File: config.mk
export PLATFORM = sky130hd
export DESIGN_NAME = dtp_pwm_core
export DESIGN_NICKNAME = d
export VERILOG_FILES = /design/src/core/dtp_pkg.sv /design/src/core/dtp_level_act.sv /design/src/core/dtp_dead_counter.sv /design/src/core/dtp_pwm_core.sv
export SDC_FILE = /design/constraint.sdc
export NUM_CORES = 1
export LEC_CHECK = 0
export BUFFER_PORTS_ARGS = -buffer_cell sky130_fd_sc_hd__buf_2
export CAP_MARGIN = 20
export CORE_MARGIN = 1
export CORE_UTILIZATION = 45
export CTS_CLUSTER_DIAMETER = 80
export DETAILED_ROUTE_END_ITERATION = 16
export GPL_TIMING_DRIVEN = 0
export SLEW_MARGIN = 20
export SYNTH_ARGS = -nofsm -noshare
export SYNTH_HDL_FRONTEND = slang
export SYNTH_SLANG_ARGS = --single-unit
File: constraint.sdc
create_clock -name ref_clk_in -period 4.1 [get_ports ref_clk_in]
set_input_delay 0.205 -clock ref_clk_in [delete_from_list [all_inputs] [get_ports ref_clk_in]]
set_output_delay 0.205 -clock ref_clk_in [all_outputs]
set_load 0.02 [all_outputs]
File: src/core/dtp_pkg.sv
// package for the dead-time / phase-shift pwm channel pair
// assumes one count clock shared by every counter of the pair
package dtp_pkg;
  localparam int CNT_W = 16;
  typedef logic [CNT_W-1:0] dtp_word_t;
  localparam dtp_word_t CNT_RST = 16'h0000;
  localparam dtp_word_t CMP_RST = 16'h0000;
  localparam dtp_word_t TOP_RST = 16'hffff;
  localparam dtp_word_t BOT_RST = 16'h0000;
  localparam dtp_word_t DEAD_START = 16'h0000;
  localparam dtp_word_t CNT_STEP = 16'h0001;
  localparam logic [CNT_W:0] WRAP_EXTRA = 17'h00001;
  localparam logic OUT_RST = 1'b0;
  typedef enum logic [1:0] {
    ACT_NONE = 2'h0,
    ACT_LOW = 2'h1,
    ACT_HIGH = 2'h2,
    ACT_TOGGLE = 2'h3
  } dtp_act_t;
  typedef enum logic [1:0] {
    MODE_PLAIN = 2'h0,
    MODE_DEAD = 2'h1,
    MODE_PHASE = 2'h2,
    MODE_PHASE_DEAD = 2'h3
  } dtp_mode_t;
  typedef enum logic [1:0] {
    DIR_UP = 2'b01,
    DIR_DOWN = 2'b10
  } dtp_dir_t;
  typedef enum logic [2:0] {
    SEL_A = 3'h0,
    SEL_B = 3'h1,
    SEL_C = 3'h2,
    SEL_D = 3'h3,
    SEL_TOP = 3'h4,
    SEL_BOTTOM = 3'h5
  } dtp_sel_t;
endpackage

File: src/core/dtp_level_act.sv
// next level of one pwm output from two programmable actions
// assumes the caller registers the result; second action outranks first
`timescale 1ns/1ps
module dtp_level_act (
  input wire logic level_in,
  input wire logic first_ev_in,
  input wire dtp_pkg::dtp_act_t first_act_in,
  input wire logic second_ev_in,
  input wire dtp_pkg::dtp_act_t second_act_in,
  output logic level_out
);
  import dtp_pkg::*;

  function automatic logic apply_act(input logic cur, input dtp_act_t act);
    case (act)
      ACT_LOW: apply_act = 1'b0;
      ACT_HIGH: apply_act = 1'b1;
      ACT_TOGGLE: apply_act = ~cur;
      default: apply_act = cur;
    endcase
  endfunction

  always_comb begin
    level_out = level_in;
    if (second_ev_in) begin
      level_out = apply_act(level_in, second_act_in);
    end else if (first_ev_in) begin
      level_out = apply_act(level_in, first_act_in);
    end
  end
endmodule // dtp_level_act

File: src/core/dtp_dead_counter.sv
// one dead-time counter: starts from zero, ends on its limit or a stop
// assumes clk_en_in is the shared count tick
`timescale 1ns/1ps
module dtp_dead_counter (
  input wire logic ref_clk_in,
  input wire logic sys_rst_in,
  input wire logic clk_en_in,
  input wire logic start_in,
  input wire logic use_limit_in,
  input wire dtp_pkg::dtp_word_t limit_in,
  input wire logic stop_in,
  output dtp_pkg::dtp_word_t count_out,
  output logic running_out,
  output logic done_out
);
  import dtp_pkg::*;

  dtp_word_t count_q;
  logic run_q;

  assign count_out = count_q;
  assign running_out = run_q;
  assign done_out = use_limit_in ? (run_q && count_q == limit_in) : stop_in;

  always_ff @(posedge ref_clk_in) begin
    if (sys_rst_in) begin
      count_q <= DEAD_START;
      run_q <= 1'b0;
    end else if (clk_en_in) begin
      if (start_in) begin
        // a fresh start while running stretches the dead time
        count_q <= DEAD_START;
        run_q <= 1'b1;
      end else if (done_out) begin
        count_q <= DEAD_START;
        run_q <= 1'b0;
      end else if (run_q) begin
        count_q <= count_q + CNT_STEP;
      end
    end
  end
endmodule // dtp_dead_counter

File: src/core/dtp_pwm_core.sv
// complementary pwm pair: period counter, two dead counters, compare file
// assumes clk_en_in is the count tick and software ports are synchronous
// Operation
// up counting runs to top, reloads bottom, keeps counting upward.
// dead mode variant 0, compare A sets low first level, starts dead counter one.
// dead counter one reaching C sets high first level, clears and stops it.
// variant 0 up, compare B sets high second level, starts dead counter two.
// dead counter two reaching D sets low second level, clears and stops it.
// variant 1 swaps which output each of those four events drives.
// each output action is no change, low, high or toggle.
// software writes direct compares forty count cycles plus three cpu clocks early.
// a repeated A or B match before the limit clears the dead counter.
// a repeated start trigger restarts the running dead counter from zero.
// a zero C or D gives a one-cycle dead time.
// up-down counting bounces between top and bottom forever.
// a stopped period counter resumes counting upward.
// up-down dead mode, A going up starts counter one, going down counter two.
// buffered up-down transfer at top turn, bottom turn or both.
// buffered up counting transfers shadows when the counter reloads bottom.
// phase modes are up and buffered only; reload skips B and D.
// phase mode, A match loads B from A plus shadow, C loads D likewise.
// a phase sum above top is reduced by top minus bottom plus one.
// period and dead counters all advance on one count tick.
// phase dead mode variant 0 drives levels and dead counters from matches.
// phase dead mode variant 1 swaps the outputs, same counter starts.
// a direct compare write is used for comparison at once.
// outputs hold between events; no-change leaves them alone.
`timescale 1ns/1ps
module dtp_pwm_core (
  input wire logic ref_clk_in,
  input wire logic sys_rst_in,
  input wire logic clk_en_in,
  input wire logic run_in,
  input wire dtp_pkg::dtp_mode_t mode_in,
  input wire logic updown_in,
  input wire logic buffer_mode_in,
  input wire logic adt_variant_in,
  input wire logic load_at_top_in,
  input wire logic load_at_bottom_in,
  input wire dtp_pkg::dtp_act_t act_high_first_in,
  input wire dtp_pkg::dtp_act_t act_high_second_in,
  input wire dtp_pkg::dtp_act_t act_low_first_in,
  input wire dtp_pkg::dtp_act_t act_low_second_in,
  input wire logic wr_en_in,
  input wire logic wr_shadow_in,
  input wire dtp_pkg::dtp_sel_t wr_sel_in,
  input wire dtp_pkg::dtp_word_t wr_data_in,
  output logic high_side_output_out,
  output logic low_side_output_out,
  output dtp_pkg::dtp_word_t period_counter_out,
  output logic counting_down_out,
  output dtp_pkg::dtp_word_t first_dead_counter_out,
  output dtp_pkg::dtp_word_t second_dead_counter_out,
  output dtp_pkg::dtp_word_t compare_b_out,
  output dtp_pkg::dtp_word_t compare_d_out
);
  import dtp_pkg::*;

  dtp_word_t cnt_q;
  dtp_dir_t dir_q;
  dtp_word_t compare_a_q;
  dtp_word_t compare_b_q;
  dtp_word_t compare_c_q;
  dtp_word_t compare_d_q;
  dtp_word_t top_q;
  dtp_word_t bot_q;
  dtp_word_t sh_a_q;
  dtp_word_t sh_b_q;
  dtp_word_t sh_c_q;
  dtp_word_t sh_d_q;
  dtp_word_t sh_top_q;
  dtp_word_t sh_bot_q;
  logic high_q;
  logic low_q;
  logic high_d;
  logic low_d;
  logic phase_mode;
  logic dead_on;
  logic swap;
  logic eff_ud;
  logic eff_buf;
  logic going_up;
  logic at_top;
  logic at_bot;
  logic load_evt;
  logic direct_wr;
  logic m_a;
  logic m_b;
  logic m_c;
  logic m_d;
  logic ev_a;
  logic ev_b;
  logic ev_c;
  logic ev_d;
  logic ev_hf;
  logic ev_hs;
  logic ev_lf;
  logic ev_ls;
  logic d1_done;
  logic d2_done;
  logic d1_run;
  logic d2_run;
  dtp_word_t d1_cnt;
  dtp_word_t d2_cnt;
  dtp_word_t wrap_b;
  dtp_word_t wrap_d;

  // sum of base and offset folded back into the period window
  function automatic dtp_word_t wrap_sum(input dtp_word_t base, input dtp_word_t add,
      input dtp_word_t top, input dtp_word_t bot);
    logic [CNT_W:0] s;
    s = {1'b0, base} + {1'b0, add};
    if (s > {1'b0, top}) begin
      s = s - {1'b0, top} + {1'b0, bot} - WRAP_EXTRA;
    end
    return s[CNT_W-1:0];
  endfunction

  // mode qualification
  assign phase_mode = (mode_in == MODE_PHASE) || (mode_in == MODE_PHASE_DEAD);
  assign dead_on = (mode_in != MODE_PHASE);
  // plain phase mode has no variant: its pairing equals variant 0
  assign swap = adt_variant_in && (mode_in != MODE_PHASE);
  assign eff_ud = updown_in && !phase_mode;
  assign eff_buf = buffer_mode_in || phase_mode;
  assign going_up = (dir_q == DIR_UP);
  assign at_top = (cnt_q == top_q);
  assign at_bot = (cnt_q == bot_q);
  assign direct_wr = wr_en_in && !wr_shadow_in;

  // compares are judged against live registers, so direct writes act at once
  assign m_a = run_in && (cnt_q == compare_a_q);
  assign m_b = run_in && (cnt_q == compare_b_q);
  assign m_c = run_in && (cnt_q == compare_c_q);
  assign m_d = run_in && (cnt_q == compare_d_q);

  // start events for the two dead counters
  assign ev_a = m_a && (!eff_ud || going_up);
  assign ev_b = eff_ud ? (m_a && !going_up) : m_b;
  // ends: dead limit in dead mode, period matches in phase modes
  assign ev_c = phase_mode ? m_c : d1_done;
  assign ev_d = phase_mode ? m_d : d2_done;

  assign ev_hf = swap ? ev_a : ev_c;
  assign ev_hs = swap ? ev_d : ev_b;
  assign ev_lf = swap ? ev_c : ev_a;
  assign ev_ls = swap ? ev_b : ev_d;

  // shadow transfer points
  always_comb begin
    load_evt = 1'b0;
    if (eff_buf && run_in) begin
      if (!eff_ud) begin
        load_evt = at_top;
      end else if (going_up) begin
        load_evt = at_top && load_at_top_in;
      end else begin
        load_evt = at_bot && load_at_bottom_in;
      end
    end
  end

  assign wrap_b = wrap_sum(compare_a_q, sh_b_q, top_q, bot_q);
  assign wrap_d = wrap_sum(compare_c_q, sh_d_q, top_q, bot_q);

  // period counter
  always_ff @(posedge ref_clk_in) begin
    if (sys_rst_in) begin
      cnt_q <= CNT_RST;
      dir_q <= DIR_UP;
    end else if (clk_en_in) begin
      if (!run_in) begin
        dir_q <= DIR_UP;
      end else if (!eff_ud) begin
        dir_q <= DIR_UP;
        if (at_top) begin
          cnt_q <= bot_q;
        end else begin
          cnt_q <= cnt_q + CNT_STEP;
        end
      end else begin
        // turning points hold their value for one extra tick
        case (dir_q)
          DIR_UP: begin
            if (at_top) begin
              dir_q <= DIR_DOWN;
            end else begin
              cnt_q <= cnt_q + CNT_STEP;
            end
          end
          DIR_DOWN: begin
            if (at_bot) begin
              dir_q <= DIR_UP;
            end else begin
              cnt_q <= cnt_q - CNT_STEP;
            end
          end
          default: dir_q <= DIR_UP;
        endcase
      end
    end
  end

  // shadow registers
  always_ff @(posedge ref_clk_in) begin
    if (sys_rst_in) begin
      sh_a_q <= CMP_RST;
      sh_b_q <= CMP_RST;
      sh_c_q <= CMP_RST;
      sh_d_q <= CMP_RST;
      sh_top_q <= TOP_RST;
      sh_bot_q <= BOT_RST;
    end else if (clk_en_in && wr_en_in && wr_shadow_in) begin
      if (wr_sel_in == SEL_A) begin
        sh_a_q <= wr_data_in;
      end else if (wr_sel_in == SEL_B) begin
        sh_b_q <= wr_data_in;
      end else if (wr_sel_in == SEL_C) begin
        sh_c_q <= wr_data_in;
      end else if (wr_sel_in == SEL_D) begin
        sh_d_q <= wr_data_in;
      end else if (wr_sel_in == SEL_TOP) begin
        sh_top_q <= wr_data_in;
      end else if (wr_sel_in == SEL_BOTTOM) begin
        sh_bot_q <= wr_data_in;
      end
    end
  end

  // live compare registers; a direct write in the same tick wins
  always_ff @(posedge ref_clk_in) begin
    if (sys_rst_in) begin
      compare_a_q <= CMP_RST;
      compare_b_q <= CMP_RST;
      compare_c_q <= CMP_RST;
      compare_d_q <= CMP_RST;
      top_q <= TOP_RST;
      bot_q <= BOT_RST;
    end else if (clk_en_in) begin
      if (load_evt) begin
        compare_a_q <= sh_a_q;
        compare_c_q <= sh_c_q;
        top_q <= sh_top_q;
        bot_q <= sh_bot_q;
        if (!phase_mode) begin
          compare_b_q <= sh_b_q;
          compare_d_q <= sh_d_q;
        end
      end
      if (phase_mode && ev_a) begin
        compare_b_q <= wrap_b;
      end
      if (mode_in == MODE_PHASE && m_c) begin
        compare_d_q <= wrap_d;
      end
      if (direct_wr) begin
        if (wr_sel_in == SEL_A) begin
          compare_a_q <= wr_data_in;
        end else if (wr_sel_in == SEL_B) begin
          compare_b_q <= wr_data_in;
        end else if (wr_sel_in == SEL_C) begin
          compare_c_q <= wr_data_in;
        end else if (wr_sel_in == SEL_D) begin
          compare_d_q <= wr_data_in;
        end else if (wr_sel_in == SEL_TOP) begin
          top_q <= wr_data_in;
        end else if (wr_sel_in == SEL_BOTTOM) begin
          bot_q <= wr_data_in;
        end
      end
    end
  end

  dtp_dead_counter u_first_dead (
    .ref_clk_in(ref_clk_in),
    .sys_rst_in(sys_rst_in),
    .clk_en_in(clk_en_in),
    .start_in(ev_a && dead_on),
    .use_limit_in(!phase_mode),
    .limit_in(compare_c_q),
    .stop_in(m_c),
    .count_out(d1_cnt),
    .running_out(d1_run),
    .done_out(d1_done)
  );

  dtp_dead_counter u_second_dead (
    .ref_clk_in(ref_clk_in),
    .sys_rst_in(sys_rst_in),
    .clk_en_in(clk_en_in),
    .start_in(ev_b && dead_on),
    .use_limit_in(!phase_mode),
    .limit_in(compare_d_q),
    .stop_in(m_d),
    .count_out(d2_cnt),
    .running_out(d2_run),
    .done_out(d2_done)
  );

  dtp_level_act u_high_act (
    .level_in(high_q),
    .first_ev_in(ev_hf),
    .first_act_in(act_high_first_in),
    .second_ev_in(ev_hs),
    .second_act_in(act_high_second_in),
    .level_out(high_d)
  );

  dtp_level_act u_low_act (
    .level_in(low_q),
    .first_ev_in(ev_lf),
    .first_act_in(act_low_first_in),
    .second_ev_in(ev_ls),
    .second_act_in(act_low_second_in),
    .level_out(low_d)
  );

  // output levels are registered, one tick after the match
  always_ff @(posedge ref_clk_in) begin
    if (sys_rst_in) begin
      high_q <= OUT_RST;
      low_q <= OUT_RST;
    end else if (clk_en_in) begin
      high_q <= high_d;
      low_q <= low_d;
    end
  end

  assign high_side_output_out = high_q;
  assign low_side_output_out = low_q;
  assign period_counter_out = cnt_q;
  assign counting_down_out = dir_q[1];
  assign first_dead_counter_out = d1_cnt;
  assign second_dead_counter_out = d2_cnt;
  assign compare_b_out = compare_b_q;
  assign compare_d_out = compare_d_q;
endmodule // dtp_pwm_core

; Word-level counts from Yosys, hierarchy flattened
; Index checks and enable logic that the tools add are counted.
[totals]
output_inout_bits = 83
regBits = 246
in_bits = 40
[op_classes]
mux = 79
n_lt_le_gt_ge = 2
eq_ne = 37
add_sub_neg = 12
bitwise_logic = 7
reduce_logical = 50
[op_table]
columns = op, n
row1 = $mux 16, 49
row2 = $eq 16x16->1, 8
row3 = $add 16x1->16 const B, 3
row4 = $sub 16x1->16 const B, 3
row5 = $add 16x16->17, 2
row6 = $gt 17x16->1, 2
row7 = $add 16x16->16, 2
row8 = $pmux 16 s2, 1
row9 = $sub 16x16->16, 2
row10 = $eq 2x2->1 const B, 11
row11 = $logic_and 1x1->1, 20
row12 = $mux 1, 20
row13 = $pmux 1 s3, 4
row14 = $reduce_and 4->1, 3
row15 = $eq 2x1->1 const B, 5
row16 = $reduce_and 2->1, 5
row17 = $reduce_and 5->1, 2
row18 = $mux 2, 4
row19 = $ne 4x1->1 const B, 2
row20 = $reduce_bool 2->1, 4
row21 = $reduce_bool 4->1, 2
row22 = $not 1->1, 7
row23 = $reduce_and 7->1, 1
row24 = $eq 3x2->1 const B, 2
row25 = other kinds (14), 23

; Logic depth before layout (Yosys ltp)
[depth]
ltp_word = 14
depth_mapped = 19
mapped_depth_nobuf = 19

; By module
; Synthesis repeated with hierarchy kept, for this count alone.
[unflattened]
hier_cells = 2300
hier_area_um2 = 18031.0
[by_module_without_submodules]
columns = mod, cells_per_inst, seq_area_each_um2, instances, area_each_um2
row1 = dtp_pwm_core, 2030, 4244.1, 1, 15793.9
row2 = dtp_dead_counter, 131, 340.3, 2, 1082.3
row3 = dtp_level_act, 4, 0.0, 2, 36.3

; Least setup slack after synthesis
; OpenSTA, ideal clock, no wires.
[synth_path]
kind = register -> register
startpoint = reg compare_c_q[0]
endpoint = reg compare_d_q[15] (netlist: compare_d_out[15])
path_stages_with_launch = 19
synth_period_minus_slack_ps = 4451
required_time_ps = 3961
path_slack_ps = -351
path_buffers = 0
t_arrival_ps = 4312
path_cell_list = dfxtp_1 -> ha_1 -> fa_1 -> a211oi_1 -> or2_2 -> nand2b_1 -> a21oi_1 -> xnor2_1 -> fa_1 -> ha_1 -> o21ai_0 -> inv_1 -> o221a_2 -> o41ai_2 -> o21ai_0 -> and3_1 -> nor4_1 -> xnor2_1 -> a31oi_1
[synth_via]
elab_chain_len = 11
word_cells_on_any_way = 15
cone_classes = add/sub: 4 / order compare: 1 / eq/ne: 1 / mux: 7 / reduce/logical: 2
[synth_lines]
columns = item, line_no
row1 = start: declaration, dtp_pwm_core.sv:63  ; dtp_word_t compare_c_q;
row2 = start signal: assignment, dtp_pwm_core.sv:242  ; compare_c_q <= sh_c_q;
row3 = start signal: assignment, dtp_pwm_core.sv:262  ; compare_c_q <= wr_data_in;
row4 = $add 16x16->17, dtp_pwm_core.sv:112  ; s = {1'b0, base} + {1'b0, add};
row5 = $sub 16x16->16, dtp_pwm_core.sv:114  ; s = s - {1'b0, top} + {1'b0, bot} - WRAP_EXTRA;
row6 = $add 16x16->16, dtp_pwm_core.sv:114
row7 = $sub 16x1->16, dtp_pwm_core.sv:114
row8 = $mux 16, dtp_pwm_core.sv:113  ; if (s > {1'b0, top}) begin
row9 = $mux 16 *, dtp_pwm_core.sv:253  ; if (mode_in == MODE_PHASE && m_c) begin
row10 = $mux 16, dtp_pwm_core.sv:263  ; end else if (wr_sel_in == SEL_D) begin
row11 = $mux 16, dtp_pwm_core.sv:261  ; end else if (wr_sel_in == SEL_C) begin
row12 = $mux 16, dtp_pwm_core.sv:259  ; end else if (wr_sel_in == SEL_B) begin
row13 = $mux 16, dtp_pwm_core.sv:257  ; if (wr_sel_in == SEL_A) begin
row14 = $mux 16 *, dtp_pwm_core.sv:256  ; if (direct_wr) begin
row15 = end signal: assignment, dtp_pwm_core.sv:247  ; compare_d_q <= sh_d_q;
row16 = end signal: assignment, dtp_pwm_core.sv:254  ; compare_d_q <= wrap_d;
row17 = end signal: assignment, dtp_pwm_core.sv:264  ; compare_d_q <= wr_data_in;
row18 = end: declaration, dtp_pwm_core.sv:64  ; dtp_word_t compare_d_q;
; Mark *: on every way between the ends. The rest lies on a longest branch, timed or not.
; A chain may end at the register's enable or synchronous reset.

; Worst setup path after layout
; Same ends and word-level chain as after synthesis.

==> metrics <==
run status finished with violations; violated checks setup timing; Req. time, crit path 4.53 ns; antenna cell count 0; RSZ-0062 raised after global routing yes; filler instances 3,613; Die Area 0.0404 sq mm; reg-to-reg slack, setup -0.46 ns; layout cell share with drive strength beyond 1 0.209; Worst VDD drop 0.000299 V; DR pass1 iterations 6; Synth Area per Inst 7.81 sq um; vias in the first global route 17,500; Final Hold Fails 0; Setup WS pre-CTS -0.988 ns; Tot Pwr 6.16 mW; CP cell instances ha_4, fa_2, a211oi_4, or2_4, nand2b_4, a21oi_4, xnor2_4, fa_2, ha_4, or3_1, o221a_4, o41ai_4, o21ai_2, and3_4, nor4_2, xnor2_1, a31oi_1; port bufs 119; commonest non-fill, non-tap cell in the layout nor2_1; Warnings, synthesis 0; Worst Path Max Fanout 4; estimated wirelength of the detail-placed design 62.4 mm; Clock Tree Root clkbuf_16; Worst Hold Depth 5; crit path capture type flip-flop; commonest cells after routing, fill and taps aside nor2_1, nand2_1, dfxtp_1; CP bufs+invs 0; clk_skew 0.0373 ns; CTS tree built; first-pass GRT wire length 120 mm; detailed-route wire length per cell 27.3 microns; post-synthesis sequential area ratio 0.277; Vias 19,100; Post-synth EDFFs 0; crit path kind reg2reg; FP Rows 72; total gr overflow 0; final WL 83.4 mm; H-tree depth 1; Clk pin slew, worst setup/hold paths 0.06 ns; Post-Syn Instances 2,279; DRT antenna net count 0; worst rel slew slack 0.222; die height 201 microns; CTS buffer count 30; async set-or-reset flop fraction in the synthesized netlist 0; Data arrival, critical path 4.99 ns; Die X 201 microns; Reg area 0.00499 sq mm; Mapped Nets 2,449; GRT Util Overall 0.401; placed insts 2,916; Layout Cells excl Fill 3,055; CTS sink cnt 246; Initial DRC Count 2,166; core area 0.0388 sq mm; Synth Cell Area 0.0178 sq mm; critical path's largest stage delay 0.51 ns; Worst path top cell family by delay compound AO/OA/AOI/OAI gates; DR DRC count 0; number of nets in the layout 2,684; hold_ws 0.0234 ns; largest net degree at the start of global routing 18; final period utilization 1.11; Layout area overhead 25.0%; Netlist cell types 88; Tmin final 4.56 ns; initial antenna violation count 0; worst slew pin tran 1.17 ns; multi-input logic area 0.0134 sq mm; HP Class in2reg; Critical Path Stages 17; I/O Pins 123; routability congestion estimate 1.01; Final WS setup -0.456 ns; slowest cell on the critical path fa_2; Yosys reg bits 246; max capacitance violation total 0; R2R depth 17; Leak 9.16 nW; Clock Latency Late Sink 0.61 ns; pwr dens 277 mW/mm^2; Initial Util 0.458; setup_tns -7.00 ns; Max Slew Vio Count 0; predominant post-synthesis flop cell dfxtp_1; CP Launch Type flip-flop; Final setup viols 32; clk buf depth 3; routed vias/inst 6.25; fmax 0.219 GHz
[worst min-delay path: stages]
cell     delay (ns)
buf_2          0.08
a21oi_1        0.05
nor2_1         0.08
mux2i_1        0.07
nor2_1         0.08
[repair_timing]
item,4_1_cts,5_1_grt
pin swaps,126,58
hold buffers,0,0
setup buffers,56,32
gates resized for setup,231,63
setup endpoints to repair,32,37
gates cloned,2,0
[sequential cells by signal (all words and copies together), names as in the netlist, 16 cells and up]
signal and flops:
u_second_dead.count_out 16, compare_b_out 16, top_q 16, bot_q 16, sh_bot_q 16, sh_a_q 16, u_first_dead.count_out 16, compare_c_q 16
compare_d_out 16, compare_a_q 16, sh_top_q 16, sh_b_q 16, sh_c_q 16, sh_d_q 16, period_counter_out 16
[final timing paths]
path | startpoint | end
max reg2reg | compare_c_q[0] | compare_d_out[15]
min reg2reg | sh_a_q[7] | sh_a_q[7]
min | act_low_second_in[1] | low_side_output_out
max | compare_c_q[0] | compare_d_out[15]
[Yosys cell counts (9+ instances only)]
master	number	share of area
nor2_1	278	0.059
nand2_1	247	0.052
dfxtp_1	246	0.28
o21ai_0	198	0.056
a21oi_1	158	0.044
xnor2_1	120	0.059
clkbuf_1	104	0.022
ha_1	96	0.067
xor2_1	80	0.039
nor3_1	79	0.022
mux2i_1	61	0.034
nand3_1	56	0.016
inv_1	55	0.012
nor2b_1	36	0.013
fa_1	34	0.038
nand4_1	31	0.011
nor4_1	28	0.0098
a211o_1	23	0.011
a211oi_1	22	0.0093
a221o_1	22	0.012
buf_2	20	0.0056
nand2b_1	20	0.0070
a21o_1	18	0.0076
or3_1	18	0.0063
and3_1	16	0.0056
o211ai_1	14	0.0059
o21a_1	13	0.0055
a31oi_1	11	0.0039
a311oi_1	10	0.0049
a221oi_1	9	0.0044
mux2_2	9	0.0057
o21bai_1	9	0.0038
o22ai_1	9	0.0032
[stage by stage]
stage / cell area (sq um) / utilization
global route: 22200 / 0.573
CTS: 21800 / 0.561
global placement: 19200 / 0.493
finish: 22200 / 0.573
detailed placement: 19200 / 0.493
floorplan: 17900 / -
[cell families (layout without fill, tap and decap cells)]
family / after synthesis / count (layout) / share of synthesized area
fa+ha+maj: 130 / 130 / 0.106
mux: 70 / 70 / 0.0400
compound gates: 583 / 583 / 0.209
flops: 246 / 246 / 0.277
xor+xnor: 201 / 201 / 0.0993
simple gates: 858 / 859 / 0.223
buf+inv: 191 / 448 / 0.0459
[report_power, final]
group | total, mW | internal [mW] | leakage, nW | switching (mW)
clock | 2.82 | 1.63 | 0.499 | 1.19
combinational | 0.825 | 0.270 | 6.65 | 0.556
sequential | 2.51 | 2.42 | 2.01 | 0.0907
[per-layer routing]
| metal | vias up | part of all wire | global-route usage |
|---|---|---|---|
| met5 | - | 0 | 0 |
| li1 | 8565 | - | - |
| met4 | 0 | 0.059 | 0.205 |
| met3 | 242 | 0.10 | 0.0734 |
| met2 | 1130 | 0.41 | 0.582 |
| met1 | 9144 | 0.42 | 0.564 |
[layout make-up]
| class | count | share of cell area |
|---|---|---|
| flip-flops and latches | 246 | 0.224 |
| plain buffers | 135 | 0.0272 |
| clock buffers | 32 | 0.0345 |
| clock inverters | 23 | 0.0124 |
| well taps | 518 | 0.0291 |
| repair buffers | 203 | 0.0595 |
| inverters | 55 | 0.00928 |
| multi-input cells | 1843 | 0.604 |
Note: power is estimated with default switching activity, not from simulation.
